==> src/hdl/ebm_defines.svh <==
// Constants for the external bus master port: widths, size codes, region codes.
// Assumes inclusion by the bus port module and the bench; definitions only.
`ifndef EBM_DEFINES_SVH
`define EBM_DEFINES_SVH

`define EBM_ADDR_W        24
`define EBM_CS_NUM        8
`define EBM_BOOT_CS       3'h0
`define EBM_SDR_CS_LO     3'h2
`define EBM_SDR_CS_HI     3'h3
// Port width codes, also the boot strap code
`define EBM_PS_32         2'h0
`define EBM_PS_8          2'h1
`define EBM_PS_16         2'h2
`define EBM_PS_RESV       2'h3
// Access size codes
`define EBM_SZ_LONG       2'h0
`define EBM_SZ_BYTE       2'h1
`define EBM_SZ_WORD       2'h2
// Region codes of the requested address
`define EBM_RGN_EXT       2'h0
`define EBM_RGN_PERIPH    2'h1
`define EBM_RGN_ONCHIP    2'h2

`endif

==> src/hdl/ebm_pkg.sv <==
// Types used by the external bus master port.
// Assumes nothing beyond a SystemVerilog compiler.
package ebm_pkg;

    typedef enum logic [2:0] {
        EBM_IDLE  = 3'b000,
        EBM_START = 3'b001,
        EBM_WAIT  = 3'b010,
        EBM_NEXT  = 3'b011,
        EBM_DONE  = 3'b100
    } ebm_state_t;

endpackage

==> src/hdl/ebm_bus_port.sv <==
// External bus master port for SRAM, Flash and memory-mapped peripherals.
// Assumes one 10 MHz clock, slave inputs synchronous to it, a pad ring that
// resolves the data bus from data_oe, and a core that holds a request stable.
//
// Notes on behaviour
// SRAM and peripheral cycles drive a strobe low per byte lane in use.
// Only strobes of bytes involved in the access are asserted.
// Strobe 0 is the most significant lane, strobe 3 the least.
// Strobes assert for on-chip peripherals, never for on-chip SRAM or cache.
// SDRAM cycles use strobes as active-high byte column strobes and masks.
// Output enable asserts during external read cycles, except SDRAM reads.
// Read ends on transfer acknowledge after the data bus is captured.
// Write ends on transfer acknowledge.
// Error acknowledge ends the cycle and raises an access error.
// Direction output is high for reads and low for writes.
// Each chip select has its own port width of 8, 16 or 32 bits.
// Size strap at reset sets the boot chip select port width.
// Software sets other port widths before using their space.
// Transfer start marks the first cycle of each transfer.
// Transfer-in-progress holds while a transfer is under way.
// Eight chip selects; the target's one asserts per transaction.
// Chip selects 3 and 2 may serve as the SDRAM bank selects.
// With a 16-bit bus the low data lines are released for GPIO.
// Address outputs carry the low 24 bits of the address.
// Data bus is driven on writes and released on reads.
// Acknowledges are sampled each edge; the cycle waits until one is seen.
//
// Usage and limits
// - The core holds req_* steady from request to the ready pulse.
// - req_valid must drop on the ready cycle, or the access repeats.
// - Every beat is a start cycle, then wait cycles until acknowledge.
// - One idle cycle separates the beats of a dynamically sized access.
// - No wait-state counter: a slave that never answers hangs the port.
// - An error acknowledge wins over a done acknowledge in the same cycle.
// - An error stops the access; later beats are not run.
// - On-chip memory requests finish without moving any pin.
// - On-chip peripheral requests drive strobes but no chip select.
// - The width table is loaded whole; partial updates are the core's job.
// - Width code 3 is treated as 32 bits.
// - SDRAM command sequencing lives elsewhere; only selects and strobes
//   are shared with it here.
// - Pins are registered, so they settle one clock after the decision.
`timescale 1ns/100ps
`include "ebm_defines.svh"

module ebm_bus_port (
    input  wire logic        sys_clk,          // 10 MHz bus clock
    input  wire logic        arst_n,           // Asynchronous reset, active low
    input  wire logic        req_valid,        // Core requests an access
    output logic             req_ready,        // Access finished, one-cycle pulse
    input  wire logic [31:0] req_addr,         // Byte address
    input  wire logic        req_read,         // 1 read, 0 write
    input  wire logic [1:0]  req_size,         // Access size code
    input  wire logic [1:0]  req_region,       // External, on-chip periph, on-chip mem
    input  wire logic [2:0]  req_cs,           // Decoded chip select number
    input  wire logic        req_sdram,        // Access goes to an SDRAM bank
    input  wire logic [31:0] req_wdata,        // Write data, big-endian lanes
    output logic [31:0]      rsp_rdata,        // Read data, valid with req_ready
    output logic             rsp_error,        // Access error, with req_ready
    input  wire logic [15:0] cs_width_cfg,     // Two bits of port width per chip select
    input  wire logic        cs_width_wr,      // Load cs_width_cfg into the width table
    input  wire logic        sdram_cs_en,      // Chip selects 3:2 act as SDRAM banks
    input  wire logic        bus16_gpio_en,    // Low data lines freed in 16-bit mode
    input  wire logic [1:0]  size_strap,       // Boot width straps, held during reset
    output logic [23:0]      addr_out,         // Address outputs
    output logic [7:0]       chip_select_n,    // Chip selects, active low
    output logic [1:0]       sdram_bank_select,// SDRAM bank selects, active low
    output logic             sdram_write_strobe,// SDRAM write enable, active low
    output logic [3:0]       byte_lane_strobe_n,// Byte strobes, lane 0 is MSB
    output logic             out_enable_n,     // Output enable, active low
    output logic             rd_wr,            // 1 read, 0 write
    output logic             xfer_begin_n,     // Transfer start, active low
    output logic             xfer_active_n,    // Transfer in progress, active low
    input  wire logic        xfer_done_ack_n,  // Transfer acknowledge, active low
    input  wire logic        xfer_error_ack_n, // Transfer error acknowledge, active low
    input  wire logic [31:0] data_in,          // Data bus input side
    output logic [31:0]      data_out,         // Data bus output side
    output logic [31:0]      data_oe,          // Per-line drive enable
    output logic             gpio_low_free     // Low 16 data lines belong to GPIO
);

    // ------------------------------------------------------------------
    // Reset release
    // ------------------------------------------------------------------
    logic       rst_meta_reg;
    logic       rst_n_reg;

    // Release passes two flops so that the sequencer and the width table come out of reset on a clock edge.
    always_ff @(posedge sys_clk or negedge arst_n) begin
        if (!arst_n) begin
            rst_meta_reg <= 1'b0;
            rst_n_reg    <= 1'b0;
        end else begin
            rst_meta_reg <= 1'b1;
            rst_n_reg    <= rst_meta_reg;
        end
    end

    // ------------------------------------------------------------------
    // Port width table
    // ------------------------------------------------------------------
    // Two bits per chip select; chip select 0 is the boot select.
    // Only the boot entry is loaded from the straps; the others stay at the
    // 32-bit code until the core loads the table.
    //
    // Straps are caught by a clocked process while reset is still held, so the
    // flops never load a port value asynchronously.
    logic [15:0] width_reg;

    always_ff @(posedge sys_clk or negedge arst_n) begin
        if (!arst_n) begin
            width_reg <= 16'h0000;
        end else if (!rst_n_reg) begin
            width_reg[1:0] <= size_strap;
        end else if (cs_width_wr) begin
            width_reg <= cs_width_cfg;
        end
    end

    // ------------------------------------------------------------------
    // Helpers
    // ------------------------------------------------------------------
    // Small decoders shared by the sequencer, the capture and the drivers.
    //
    // Bytes the current beat moves on a port of the given width
    function automatic logic [2:0] beat_bytes(input logic [1:0] ps, input logic [2:0] left);
        logic [2:0] cap;
        cap = (ps == `EBM_PS_8) ? 3'h1 : (ps == `EBM_PS_16) ? 3'h2 : 3'h4;
        beat_bytes = (left < cap) ? left : cap;
    endfunction

    // Lane mask, bit 3 = lane 0 (MSB); offset counts from the MSB lane
    function automatic logic [3:0] lane_mask(input logic [1:0] off, input logic [2:0] n);
        logic [3:0] m;
        m = (n == 3'h1) ? 4'h8 : (n == 3'h2) ? 4'hc : 4'hf;
        lane_mask = m >> off;
    endfunction

    function automatic logic [2:0] size_bytes(input logic [1:0] sz);
        size_bytes = (sz == `EBM_SZ_BYTE) ? 3'h1 : (sz == `EBM_SZ_WORD) ? 3'h2 : 3'h4;
    endfunction

    // ------------------------------------------------------------------
    // Transfer sequencer
    // ------------------------------------------------------------------
    ebm_pkg::ebm_state_t state_reg;
    ebm_pkg::ebm_state_t state_next;
    logic [31:0] addr_reg;
    logic [2:0]  left_reg;
    logic [2:0]  cur_n;
    logic [1:0]  port_w;
    logic [1:0]  off;
    logic        ack_seen;
    logic        err_seen;
    logic        is_ext;
    logic [31:0] cur_addr;
    logic [2:0]  cur_left;
    logic [3:0]  lanes;

    // The first beat is launched from the request itself, before addr_reg
    // and left_reg are loaded; reading them then would replay the last access.
    assign cur_addr = (state_reg == ebm_pkg::EBM_IDLE) ? req_addr : addr_reg;
    assign cur_left = (state_reg == ebm_pkg::EBM_IDLE) ? size_bytes(req_size)
                                                       : left_reg;

    // Width of the selected chip select's port
    assign port_w   = width_reg[{req_cs, 1'b0} +: 2];
    // SDRAM is always a full-width port
    assign cur_n    = beat_bytes(req_sdram ? `EBM_PS_32 : port_w, cur_left);
    assign ack_seen = !xfer_done_ack_n;
    assign err_seen = !xfer_error_ack_n;
    // Port byte address within the lane group depends on port width
    assign off      = (port_w == `EBM_PS_8 && !req_sdram) ? 2'h0 :
                      (port_w == `EBM_PS_16 && !req_sdram) ? {1'b0, cur_addr[0]} :
                      cur_addr[1:0];
    // On-chip memory and cache hits never reach the pins
    assign is_ext   = (req_region != `EBM_RGN_ONCHIP);

    always_comb begin
        state_next = state_reg;
        case (state_reg)
            ebm_pkg::EBM_IDLE:  if (req_valid && is_ext) begin
                state_next = ebm_pkg::EBM_START;
            end else if (req_valid) begin
                state_next = ebm_pkg::EBM_DONE;
            end
            ebm_pkg::EBM_START: state_next = ebm_pkg::EBM_WAIT;
            ebm_pkg::EBM_WAIT:  if (err_seen) begin
                state_next = ebm_pkg::EBM_DONE;
            end else if (ack_seen) begin
                state_next = (left_reg == cur_n) ? ebm_pkg::EBM_DONE
                                                 : ebm_pkg::EBM_NEXT;
            end
            ebm_pkg::EBM_NEXT:  state_next = ebm_pkg::EBM_START;
            ebm_pkg::EBM_DONE:  state_next = ebm_pkg::EBM_IDLE;
            default:            state_next = ebm_pkg::EBM_IDLE;
        endcase
    end

    always_ff @(posedge sys_clk or negedge arst_n) begin
        if (!arst_n) begin
            state_reg <= ebm_pkg::EBM_IDLE;
        end else if (!rst_n_reg) begin
            state_reg <= ebm_pkg::EBM_IDLE;
        end else begin
            state_reg <= state_next;
        end
    end


    // Address and remaining byte count advance per beat (dynamic sizing)
    always_ff @(posedge sys_clk or negedge arst_n) begin
        if (!arst_n) begin
            addr_reg <= 32'h0000_0000;
            left_reg <= 3'h0;
        end else if (state_reg == ebm_pkg::EBM_IDLE && req_valid) begin
            addr_reg <= req_addr;
            left_reg <= size_bytes(req_size);
        end else if (state_reg == ebm_pkg::EBM_WAIT && ack_seen && !err_seen) begin
            addr_reg <= addr_reg + {29'h0, cur_n};
            left_reg <= left_reg - cur_n;
        end
    end

    // ------------------------------------------------------------------
    // Read data capture and error
    // ------------------------------------------------------------------
    // Narrow ports return data on the high lanes; it is moved to its place in
    // the big-endian word of the request.
    // dst is the byte index of the current beat within the requested word.
    logic [1:0] dst;
    assign dst = cur_addr[1:0] - req_addr[1:0];

    always_ff @(posedge sys_clk or negedge arst_n) begin
        if (!arst_n) begin
            rsp_rdata <= 32'h0000_0000;
            rsp_error <= 1'b0;
        end else if (state_reg == ebm_pkg::EBM_IDLE && req_valid) begin
            rsp_error <= 1'b0;
        end else if (state_reg == ebm_pkg::EBM_WAIT && err_seen) begin
            rsp_error <= 1'b1;
        end else if (state_reg == ebm_pkg::EBM_WAIT && ack_seen && req_read) begin
            for (int i = 0; i < 4; i++) begin
                if (lanes[3 - i]) begin
                    rsp_rdata[8 * (3 - ((i - off + dst) & 3)) +: 8]
                        <= data_in[8 * (3 - i) +: 8];
                end
            end
        end
    end


    // Ready is decoded from the state so it lines up with the data flops.
    assign req_ready = (state_reg == ebm_pkg::EBM_DONE);

    // ------------------------------------------------------------------
    // Pin drivers
    // ------------------------------------------------------------------
    logic busy;
    logic [2:0] src;
    logic [3:0] strobe_lanes;
    assign busy  = (state_reg == ebm_pkg::EBM_START) || (state_reg == ebm_pkg::EBM_WAIT);
    assign lanes = lane_mask(off, cur_n);
    assign src   = {1'b0, dst};

    // The mask keeps the MSB lane in bit 3, but strobe bit 0 owns the
    // MSB lane on the pins, so the order is reversed here.
    assign strobe_lanes = {lanes[0], lanes[1], lanes[2], lanes[3]};

    // Pins follow state_next, so they change on the same edge as the
    // state and stand from the start cycle through the acknowledge cycle.

    always_ff @(posedge sys_clk or negedge arst_n) begin
        if (!arst_n) begin
            addr_out           <= 24'h00_0000;
            chip_select_n      <= 8'hff;
            sdram_bank_select  <= 2'h3;
            sdram_write_strobe <= 1'b1;
            byte_lane_strobe_n <= 4'hf;
            out_enable_n       <= 1'b1;
            rd_wr              <= 1'b1;
            xfer_begin_n       <= 1'b1;
            xfer_active_n      <= 1'b1;
            data_out           <= 32'h0000_0000;
            data_oe            <= 32'h0000_0000;
            gpio_low_free      <= 1'b0;
        end else begin
            gpio_low_free <= bus16_gpio_en;
            xfer_begin_n  <= !(state_next == ebm_pkg::EBM_START);
            xfer_active_n <= !(state_next == ebm_pkg::EBM_START ||
                               state_next == ebm_pkg::EBM_WAIT);
            if (state_next == ebm_pkg::EBM_START || state_next == ebm_pkg::EBM_WAIT) begin
                addr_out <= (state_reg == ebm_pkg::EBM_IDLE) ? req_addr[23:0]
                                                             : addr_reg[23:0];
                rd_wr    <= req_read;
                chip_select_n <= 8'hff;
                sdram_bank_select <= 2'h3;
                if (req_region == `EBM_RGN_EXT) begin
                    if (req_sdram && sdram_cs_en &&
                        (req_cs == `EBM_SDR_CS_LO || req_cs == `EBM_SDR_CS_HI)) begin
                        sdram_bank_select[req_cs[0]] <= 1'b0;
                    end else begin
                        chip_select_n[req_cs] <= 1'b0;
                    end
                end
                sdram_write_strobe <= !(req_sdram && !req_read);
                // SDRAM takes active-high lane strobes
                byte_lane_strobe_n <= req_sdram ? strobe_lanes
                                                : ~strobe_lanes;
                out_enable_n <= !(req_read && !req_sdram);
                for (int i = 0; i < 4; i++) begin
                    data_out[8 * (3 - i) +: 8] <=
                        req_wdata[8 * (3 - ((i - off + src) & 3)) +: 8];
                    data_oe[8 * (3 - i) +: 8] <=
                        (!req_read && lanes[3 - i] &&
                         !(bus16_gpio_en && i > 1)) ? 8'hff : 8'h00;
                end
            end else begin
                // Between beats everything returns to idle; the address
                // and write data are left as they were to save toggling.
                chip_select_n      <= 8'hff;
                sdram_bank_select  <= 2'h3;
                sdram_write_strobe <= 1'b1;
                byte_lane_strobe_n <= 4'hf;
                out_enable_n       <= 1'b1;
                rd_wr              <= 1'b1;
                data_oe            <= 32'h0000_0000;
            end
        end
    end

endmodule // ebm_bus_port

==> config.mk <==
export PLATFORM = sky130hd
export DESIGN_NAME = ebm_bus_port
export DESIGN_NICKNAME = d
export VERILOG_FILES = /design/src/hdl/ebm_pkg.sv /design/src/hdl/ebm_bus_port.sv
export VERILOG_INCLUDE_DIRS = /design/src /design/src/hdl
export SDC_FILE = /design/constraint.sdc
export NUM_CORES = 1
export LEC_CHECK = 0
export BUFFER_PORTS_ARGS = -buffer_cell sky130_fd_sc_hd__clkbuf_2
export CAP_MARGIN = 30
export CORE_ASPECT_RATIO = 0.5
export CORE_MARGIN = 2
export CORE_UTILIZATION = 30
export CTS_BUF_LIST = sky130_fd_sc_hd__clkbuf_2 sky130_fd_sc_hd__clkbuf_4 sky130_fd_sc_hd__clkbuf_8
export CTS_CLUSTER_DIAMETER = 30
export CTS_CLUSTER_SIZE = 8
export DETAILED_ROUTE_END_ITERATION = 8
export GPL_TIMING_DRIVEN = 0
export PLACE_DENSITY_LB_ADDON = 0.3
export SLEW_MARGIN = 15
export SYNTH_ARGS = -nofsm -noshare
export SYNTH_HDL_FRONTEND = slang
export SYNTH_SLANG_ARGS = --single-unit
export TNS_END_PERCENT = 50
==> constraint.sdc <==
create_clock -name sys_clk -period 16 [get_ports sys_clk]
set_clock_uncertainty 0.15 [all_clocks]
set_input_delay 0.8 -clock sys_clk [delete_from_list [all_inputs] [get_ports sys_clk]]
set_output_delay 0.8 -clock sys_clk [all_outputs]
set_load 0.01 [all_outputs]
==> After elaboration in Yosys (flattened, before gate mapping) <==
Cells that the tools add are included.
{ "op_classes": {"n_reduce_logical": 37, "multipliers": 0, "n_div": 0, "eq_ne": 19, "shifts": 14, "add_sub_neg": 19, "order_cmp": 5, "n_bitwise": 5, "mux": 65} }
{ "ops": {"columns": ["op", "n"], "rows": [
  ["$mux W32", 16],
  ["$neg A32 Y34", 4],
  ["$shift A8 B34 Y32 const A", 4],
  ["$shiftx A8 B34 Y32", 4],
  ["$shiftx A32 B33 Y8", 4],
  ["$bwmux W32", 4],
  ["$mux W8", 7],
  ["$mux W3", 15],
  ["$add A32 B3 Y32", 1],
  ["$mux W24", 1],
  ["$logic_and A1 B1 Y1", 20],
  ["$mux W2", 10],
  ["$eq A3 B2 Y1 const B", 6],
  ["$shiftx A16 B5 Y2", 1],
  ["$pmux W3 S4", 1],
  ["$sub A2 B2 Y3 const A", 4],
  ["$eq A3 B1 Y1 const B", 3],
  ["$logic_not A1 Y1", 9],
  ["$add A2 B2 Y2", 4],
  ["$mux W4", 2],
  ["$not A8 Y8", 1],
  ["$mux W1", 7],
  ["$eq A2 B1 Y1 const B", 3],
  ["$eq A2 B2 Y1 const B", 3],
  ["24 further kinds", 30]
]} }
{ "totals": {"register_bits": 197, "in_bits": 131, "elab_cells": 185, "latch_bits": 0, "mem_bits_rw": 0, "rom_bits": 0, "memories": 0, "output_inout_bits": 142} }

==> Logic depth before layout (Yosys ltp) <==
{ "logic_depth": {"depth_word": 27, "depth_mapped": 26, "ltp_nobuf": 23} }

==> Least setup slack after synthesis <==
Ideal clock, no wire load.
{ "synth_timing": {"path_type": "in2reg", "start": "input port req_cs[1]", "end": "register chip_select_n[7]", "path_buffers": 1, "setup_ps": 103, "t_arrival_ps": 5864, "cell_stages": 22, "required_ps": 15747, "setup_slack_ps": 9883, "cell_sequence": "buf_6 -> mux2_2 -> mux4_2 -> nor2_1 -> nor2_1 -> ha_1 -> inv_1 -> ha_1 -> a21oi_1 -> and4_1 -> or3_1 -> and2_1 -> inv_1 -> ha_1 -> nand3_1 -> o21ai_0 -> or3b_2 -> a21oi_1 -> xor2_1 -> clkinv_1 -> nor4b_1 -> nand3_1"} }
{ "synth_between": {"elab_chain_cells": 15, "elab_cells_between_ends": 29, "cone_classes": "order compare (3); eq/ne (7); shift (1); mux (13); bitwise (1); reduce/logical (4)"} }
{ "synth_lines": {"columns": ["item", "line", "text"], "rows": [
  ["from (decl)", "ebm_bus_port.sv:55", "input wire logic [2:0] req_cs,"],
  ["$shiftx A16 B5 Y2", "ebm_bus_port.sv:167", "assign port_w = width_reg[{req_cs, 1'b0} +: 2];"],
  ["$mux W2", "ebm_bus_port.sv:169", "assign cur_n = beat_bytes(req_sdram ? `EBM_PS_32 : port_w, cur_left);"],
  ["$eq A2 B2 Y1 (no line)", null, null],
  ["$mux W3 (2 in series)", "ebm_bus_port.sv:128", "cap = (ps == `EBM_PS_8) ? 3'h1 : (ps == `EBM_PS_16) ? 3'h2 : 3'h4;"],
  ["$lt A3 B3 Y1", "ebm_bus_port.sv:129", "beat_bytes = (left < cap) ? left : cap;"],
  ["$mux W3", "ebm_bus_port.sv:129", null],
  ["$eq A3 B3 Y1", "ebm_bus_port.sv:191", "state_next = (left_reg == cur_n) ? ebm_pkg::EBM_DONE"],
  ["$mux W3", "ebm_bus_port.sv:191", null],
  ["$mux W3", "ebm_bus_port.sv:190", "end else if (ack_seen) begin"],
  ["$mux W3", "ebm_bus_port.sv:188", "ebm_pkg::EBM_WAIT: if (err_seen) begin"],
  ["$pmux W3 S4", "ebm_bus_port.sv:181", "case (state_reg)"],
  ["$eq A3 B1 Y1 or $eq A3 B2 Y1 (tied branches)", "ebm_bus_port.sv:292", "if (state_next == ebm_pkg::EBM_START || state_next == ebm_pkg::EBM_WAIT) begin"],
  ["$logic_or A1 B1 Y1", "ebm_bus_port.sv:292", null],
  ["$mux W8 *", "ebm_bus_port.sv:292", null],
  ["to (signal assigned)", "ebm_bus_port.sv:296", "chip_select_n <= 8'hff;"],
  ["to (signal, indexed assignment)", "ebm_bus_port.sv:303", "chip_select_n[req_cs] <= 1'b0;"],
  ["to (signal assigned)", "ebm_bus_port.sv:321", "chip_select_n <= 8'hff;"],
  ["to (decl)", "ebm_bus_port.sv:66", "output logic [7:0] chip_select_n,"]
]} }
Every way passes the cells marked *; elsewhere a longest branch is shown, timed or not.
A chain may end at the register's enable or synchronous reset.

==> Worst setup path in the final report <==
{ "layout_timing": {"start": "input port req_cs[1]", "end": "register addr_out[23]"} }
{ "layout_between": {"elab_chain_cells": 14, "elab_cells_between_ends": 16, "cone_classes": "order compare (1); eq/ne (5); shift (1); mux (8); reduce/logical (1)"} }
{ "layout_lines": {"columns": ["item", "line", "text"], "rows": [
  ["$shiftx A16 B5 Y2 *", "ebm_bus_port.sv:167", null],
  ["$mux W2 *", "ebm_bus_port.sv:169", null],
  ["$eq A2 B2 Y1 (no line)", null, null],
  ["$mux W3", "ebm_bus_port.sv:128", null],
  ["$mux W3 *", "ebm_bus_port.sv:128", null],
  ["$lt A3 B3 Y1", "ebm_bus_port.sv:129", null],
  ["$mux W3 *", "ebm_bus_port.sv:129", null],
  ["$eq A3 B3 Y1 *", "ebm_bus_port.sv:191", null],
  ["$mux W3 *", "ebm_bus_port.sv:191", null],
  ["$mux W3 *", "ebm_bus_port.sv:190", null],
  ["$mux W3 *", "ebm_bus_port.sv:188", null],
  ["$pmux W3 S4 *", "ebm_bus_port.sv:181", null],
  ["$eq A3 B1 Y1 or $eq A3 B2 Y1 (tied branches)", "ebm_bus_port.sv:292", null],
  ["$logic_or A1 B1 Y1 *", "ebm_bus_port.sv:292", null],
  ["to (signal assigned)", "ebm_bus_port.sv:293", "addr_out <= (state_reg == ebm_pkg::EBM_IDLE) ? req_addr[23:0]"],
  ["to (decl)", "ebm_bus_port.sv:65", "output logic [23:0] addr_out,"]
]} }
Marked as above.

==> impl_table.tex <==
\begin{tabular}{lr}
\hline
Metric & Value \\
\hline
\multicolumn{2}{l}{\textbf{Critical path}} \\
Crit-path max FO & 10 \\
Data required time of the critical path & 16230 ps \\
Worst flop-to-flop path startpoint & width\_reg[0] \\
Length in cells of the worst reg-to-reg path & 23 \\
Type of the setup path with the least slack & in -> reg \\
Critical path capture point type & flip-flop \\
Crit path largest cell delay & 560 ps \\
Sum of buffers and inverters on the critical path & 7 \\
Sort of element at the start of the critical path & input port \\
Most repeated library cell on the critical path & ha\_1 \\
Cell family with the largest share of critical-path delay & simple AND/OR/NAND/NOR gates \\
Worst-path cell with the longest stage delay & xor2\_1 \\
Crit path DAT & 7240 ps \\
Source of the critical timing path & req\_cs[1] \\
WP depth & 25 \\
\multicolumn{2}{l}{\textbf{Synthesis}} \\
Post-synthesis sequential area ratio & 37.9\% \\
Fraction of the mapped netlist area in compound gates & 16.6\% \\
Post-synth EDFFs & 0 \\
Fraction of synthesized area in multiplexers & 13.3\% \\
Area fraction in and, or, nand and nor cells after synthesis & 20.3\% \\
Dominant combinational cell family by area after synthesis & simple AND/OR/NAND/NOR gates \\
Mean post-synth cell area & 9.14 um2 \\
Ranking of synthesized cells by instance count & nand2\_1 (208), dfrtp\_1 (142), mux2\_2 (67) \\
Netlist Area Pre-Place & 10700 um2 \\
Flip-flop and latch count after synthesis & 161 \\
Share of flip-flops with an asynchronous set or reset & 100\% \\
Count of yosys warnings during synthesis & 0 \\
Adder-cell share of the synthesized area & 4.47\% \\
Fraction of post-synthesis cell area in the top cell type by area & 33.2\% \\
Count of unique library cells instantiated by Yosys & 73 \\
Cell types with the largest area share after synthesis & dfrtp\_1 (33\%), nand2\_1 (7.3\%), mux2\_2 (7.1\%) \\
Fraction of synthesized cell area in xor and xnor cells & 1.79\% \\
Largest area contributor in the netlist & dfrtp\_1 \\
Cell count after synthesis & 1170 \\
Synth Flop Type & dfrtp\_1 \\
Most numerous cell in the Yosys netlist & nand2\_1 \\
Number of nets produced by synthesis & 1338 \\
\multicolumn{2}{l}{\textbf{GRT}} \\
Largest net degree at the start of global routing & 74 \\
Overflow left after global routing & 0 \\
Via count of the first global-routing pass & 9617 \\
Grt peak-use layer & met2 \\
Antenna violations before repair & 0 \\
Met3 demand-to-capacity share in global routing & 3.42\% \\
Met2 track demand over resource & 32.6\% \\
GRT Total Usage & 19.5\% \\
Met1 Usage GRT & 25.6\% \\
Global-route wire length before repair & 55800 um \\
\multicolumn{2}{l}{\textbf{Pwr}} \\
Leakage power summed over all cells & 5.85 nW \\
Net switching power & 1.01 mW \\
Pwr per Cell Area & 164 nW/um2 \\
Switching Fraction & 47.0\% \\
Comb power frac & 55.2\% \\
Design internal power & 1.13 mW \\
Total design power & 2.14 mW \\
Highest ir drop seen on vdd & 0.0000722 V \\
Sequential fraction of design power & 30.1\% \\
Clock Power Share & 14.7\% \\
\multicolumn{2}{l}{\textbf{Route}} \\
Final WL & 35900 um \\
Drt pass-1 iters & 5 \\
DRC violations left & 0 \\
Average vias per placed instance & 5.07 \\
Mean routed wirelength per cell & 18.4 um \\
Antenna Nets Post-Route & 0 \\
Number of vias in the routed layout & 9883 \\
Violation count after the first detailed-routing iteration & 804 \\
\multicolumn{2}{l}{\textbf{Place}} \\
Count of input and output buffers & 260 \\
Last weighted congestion value of the routability-driven placer & 0.917 \\
DPL Wire Length & 28100 um \\
\multicolumn{2}{l}{\textbf{Worst hold path}} \\
Min-Delay Startpoint & rst\_meta\_reg \\
HP Class & reg -> reg \\
Hold path cells & 0 \\
\multicolumn{2}{l}{\textbf{Clock tree}} \\
Number of post-CTS setup repair buffers & 0 \\
\# H-tree levels & 4 \\
TritonCTS buffer count & 17 \\
CTS root buf & clkbuf\_8 \\
Buffer depth of the longest clock path & 2 \\
Clock latency on the worst-skew pair & 520 ps \\
CTS tree & yes \\
Clock net sink count & 161 \\
Clock transition at the registers of the reported paths & 110 ps \\
\multicolumn{2}{l}{\textbf{STA}} \\
Final hold slack & 205 ps \\
Final hold violation count & 0 \\
Count of endpoints failing setup in the final report & 0 \\
Transition time of the tightest slew-check pin & 987 ps \\
Post-layout min period & 7010 ps \\
Maximum achievable frequency & 0.143 GHz \\
Final-report max-slew violation count & 0 \\
Worst-case headroom to the max-slew limit & 34.1\% \\
Unrepaired setup endpoints after global routing & false \\
Accumulated negative setup slack & 0 ps \\
Final critical-path share of the clock period & 43.8\% \\
\multicolumn{2}{l}{\textbf{Floorplanning}} \\
Placeable Area & 34800 um2 \\
Initial core utilization & 30.7\% \\
Area of the die & 37300 um2 \\
Count of standard-cell rows & 48 \\
\# IOs & 273 \\
Die width & 271 um \\
Die H & 137 um \\
\multicolumn{2}{l}{\textbf{Run status}} \\
Status & finished clean \\
\multicolumn{2}{l}{\textbf{Cells and area}} \\
Number of nets in the layout & 1628 \\
Total area of multi-input combinational cells & 6060 um2 \\
Layout cell share with drive strength beyond 1 & 31.0\% \\
Count of filler cells inserted in the layout & 3599 \\
Largest registers & data\_out x32, rsp\_rdata x32 \\
Total area of sequential cells & 4050 um2 \\
Area growth, synth to finish & 22.6\% \\
\multicolumn{2}{l}{\textbf{Run}} \\
Maxcap violations & 0 \\
\hline
\end{tabular}
worst paths after layout:
check                                              to  slack [ps]
worst max-delay path                     addr_out[23]        8990
worst min-delay path                        rst_n_reg         210
worst max register to register           addr_out[23]        9040
worst min register to register              rst_n_reg         210
max in group asynchronous       byte_lane_strobe_n[0]       14140
min in group asynchronous                addr_out[15]         540
layout make-up:
class	instances	area share, %
diodes	1	0.0191
multi-input cells	886	46.3
well taps	475	4.53
repair buffers	271	10.8
clock inverters	13	0.993
plain buffers	87	3.50
inverters	36	1.03
clock buffers	19	1.95
flip-flops and latches	161	30.9
timing repair:
item                                    CTS  global route
gates resized for setup                   0             0
hold buffers                              1             0
hold endpoints to repair                 21             0
endpoints found under the setup margin    0             0
layer usage:
metal  wire [um]  up-vias
met2       17200      273
met3        1470       58
met5           0        -
met4         977        0
li1            -     4730
met1       16200     4822
worst reg2reg max path, delay by kind of cell, from the launching register on:
kind | cells | cell delay (ps)
AOI/OAI and AO/OA | 4 | 500
xor gates and xnor gates | 1 | 560
adders and majority gates | 3 | 870
buffers and inverters | 5 | 1510
DFF | 1 | 450
muxes | 2 | 730
and+or+nand+nor | 8 | 2070
stage by stage:
stage | utilization (%) | cells | cell area, um2 | setup slack [ps]
final | 37.7 | 1949 | 13100 | 8990
after global routing | 37.7 | 1948 | 13100 | 8500
after CTS | 37.6 | 1944 | 13100 | 8950
after detailed placement | 36.5 | 1911 | 12700 | 8410
after global placement | 36.2 | 1905 | 12600 | 8030
after floorplan | - | 1170 | 10700 | 9880
layout by cell type (no fill, tap or decap), types with 11 or more instances in the layout:
master / count
mux2i_1: 58
ha_1: 35
nand2b_1: 12
mux2_2: 67
inv_1: 31
a21oi_1: 44
dfstp_2: 19
and2_1: 33
o211ai_1: 37
nor2_1: 64
clkbuf_2: 261
buf_4: 29
nor3_1: 13
nand2_1: 208
clkbuf_8: 19
o21a_1: 18
nand4_1: 13
o21ai_0: 55
buf_2: 13
clkbuf_1: 42
a31oi_1: 11
nand3b_1: 17
dfrtp_1: 142
nand3_1: 58
power groups by stage:
stage | clock (mW) | sequential, mW | combinational, mW
global placement | 0 | 0.651 | 1.15
floorplan | 0 | 0.674 | 0.740
global route | 0.341 | 0.661 | 1.30
detailed placement | 0 | 0.650 | 1.17
finish | 0.315 | 0.645 | 1.18
CTS | 0.326 | 0.644 | 1.18
kinds of logic after synthesis:
family,Yosys count
compound gates,243
fa+ha+maj,37
simple gates,458
xor+xnor,18
buf+inv,123
mux,129
other cells,1
flops,161
Power figures use the tool's default switching activity.
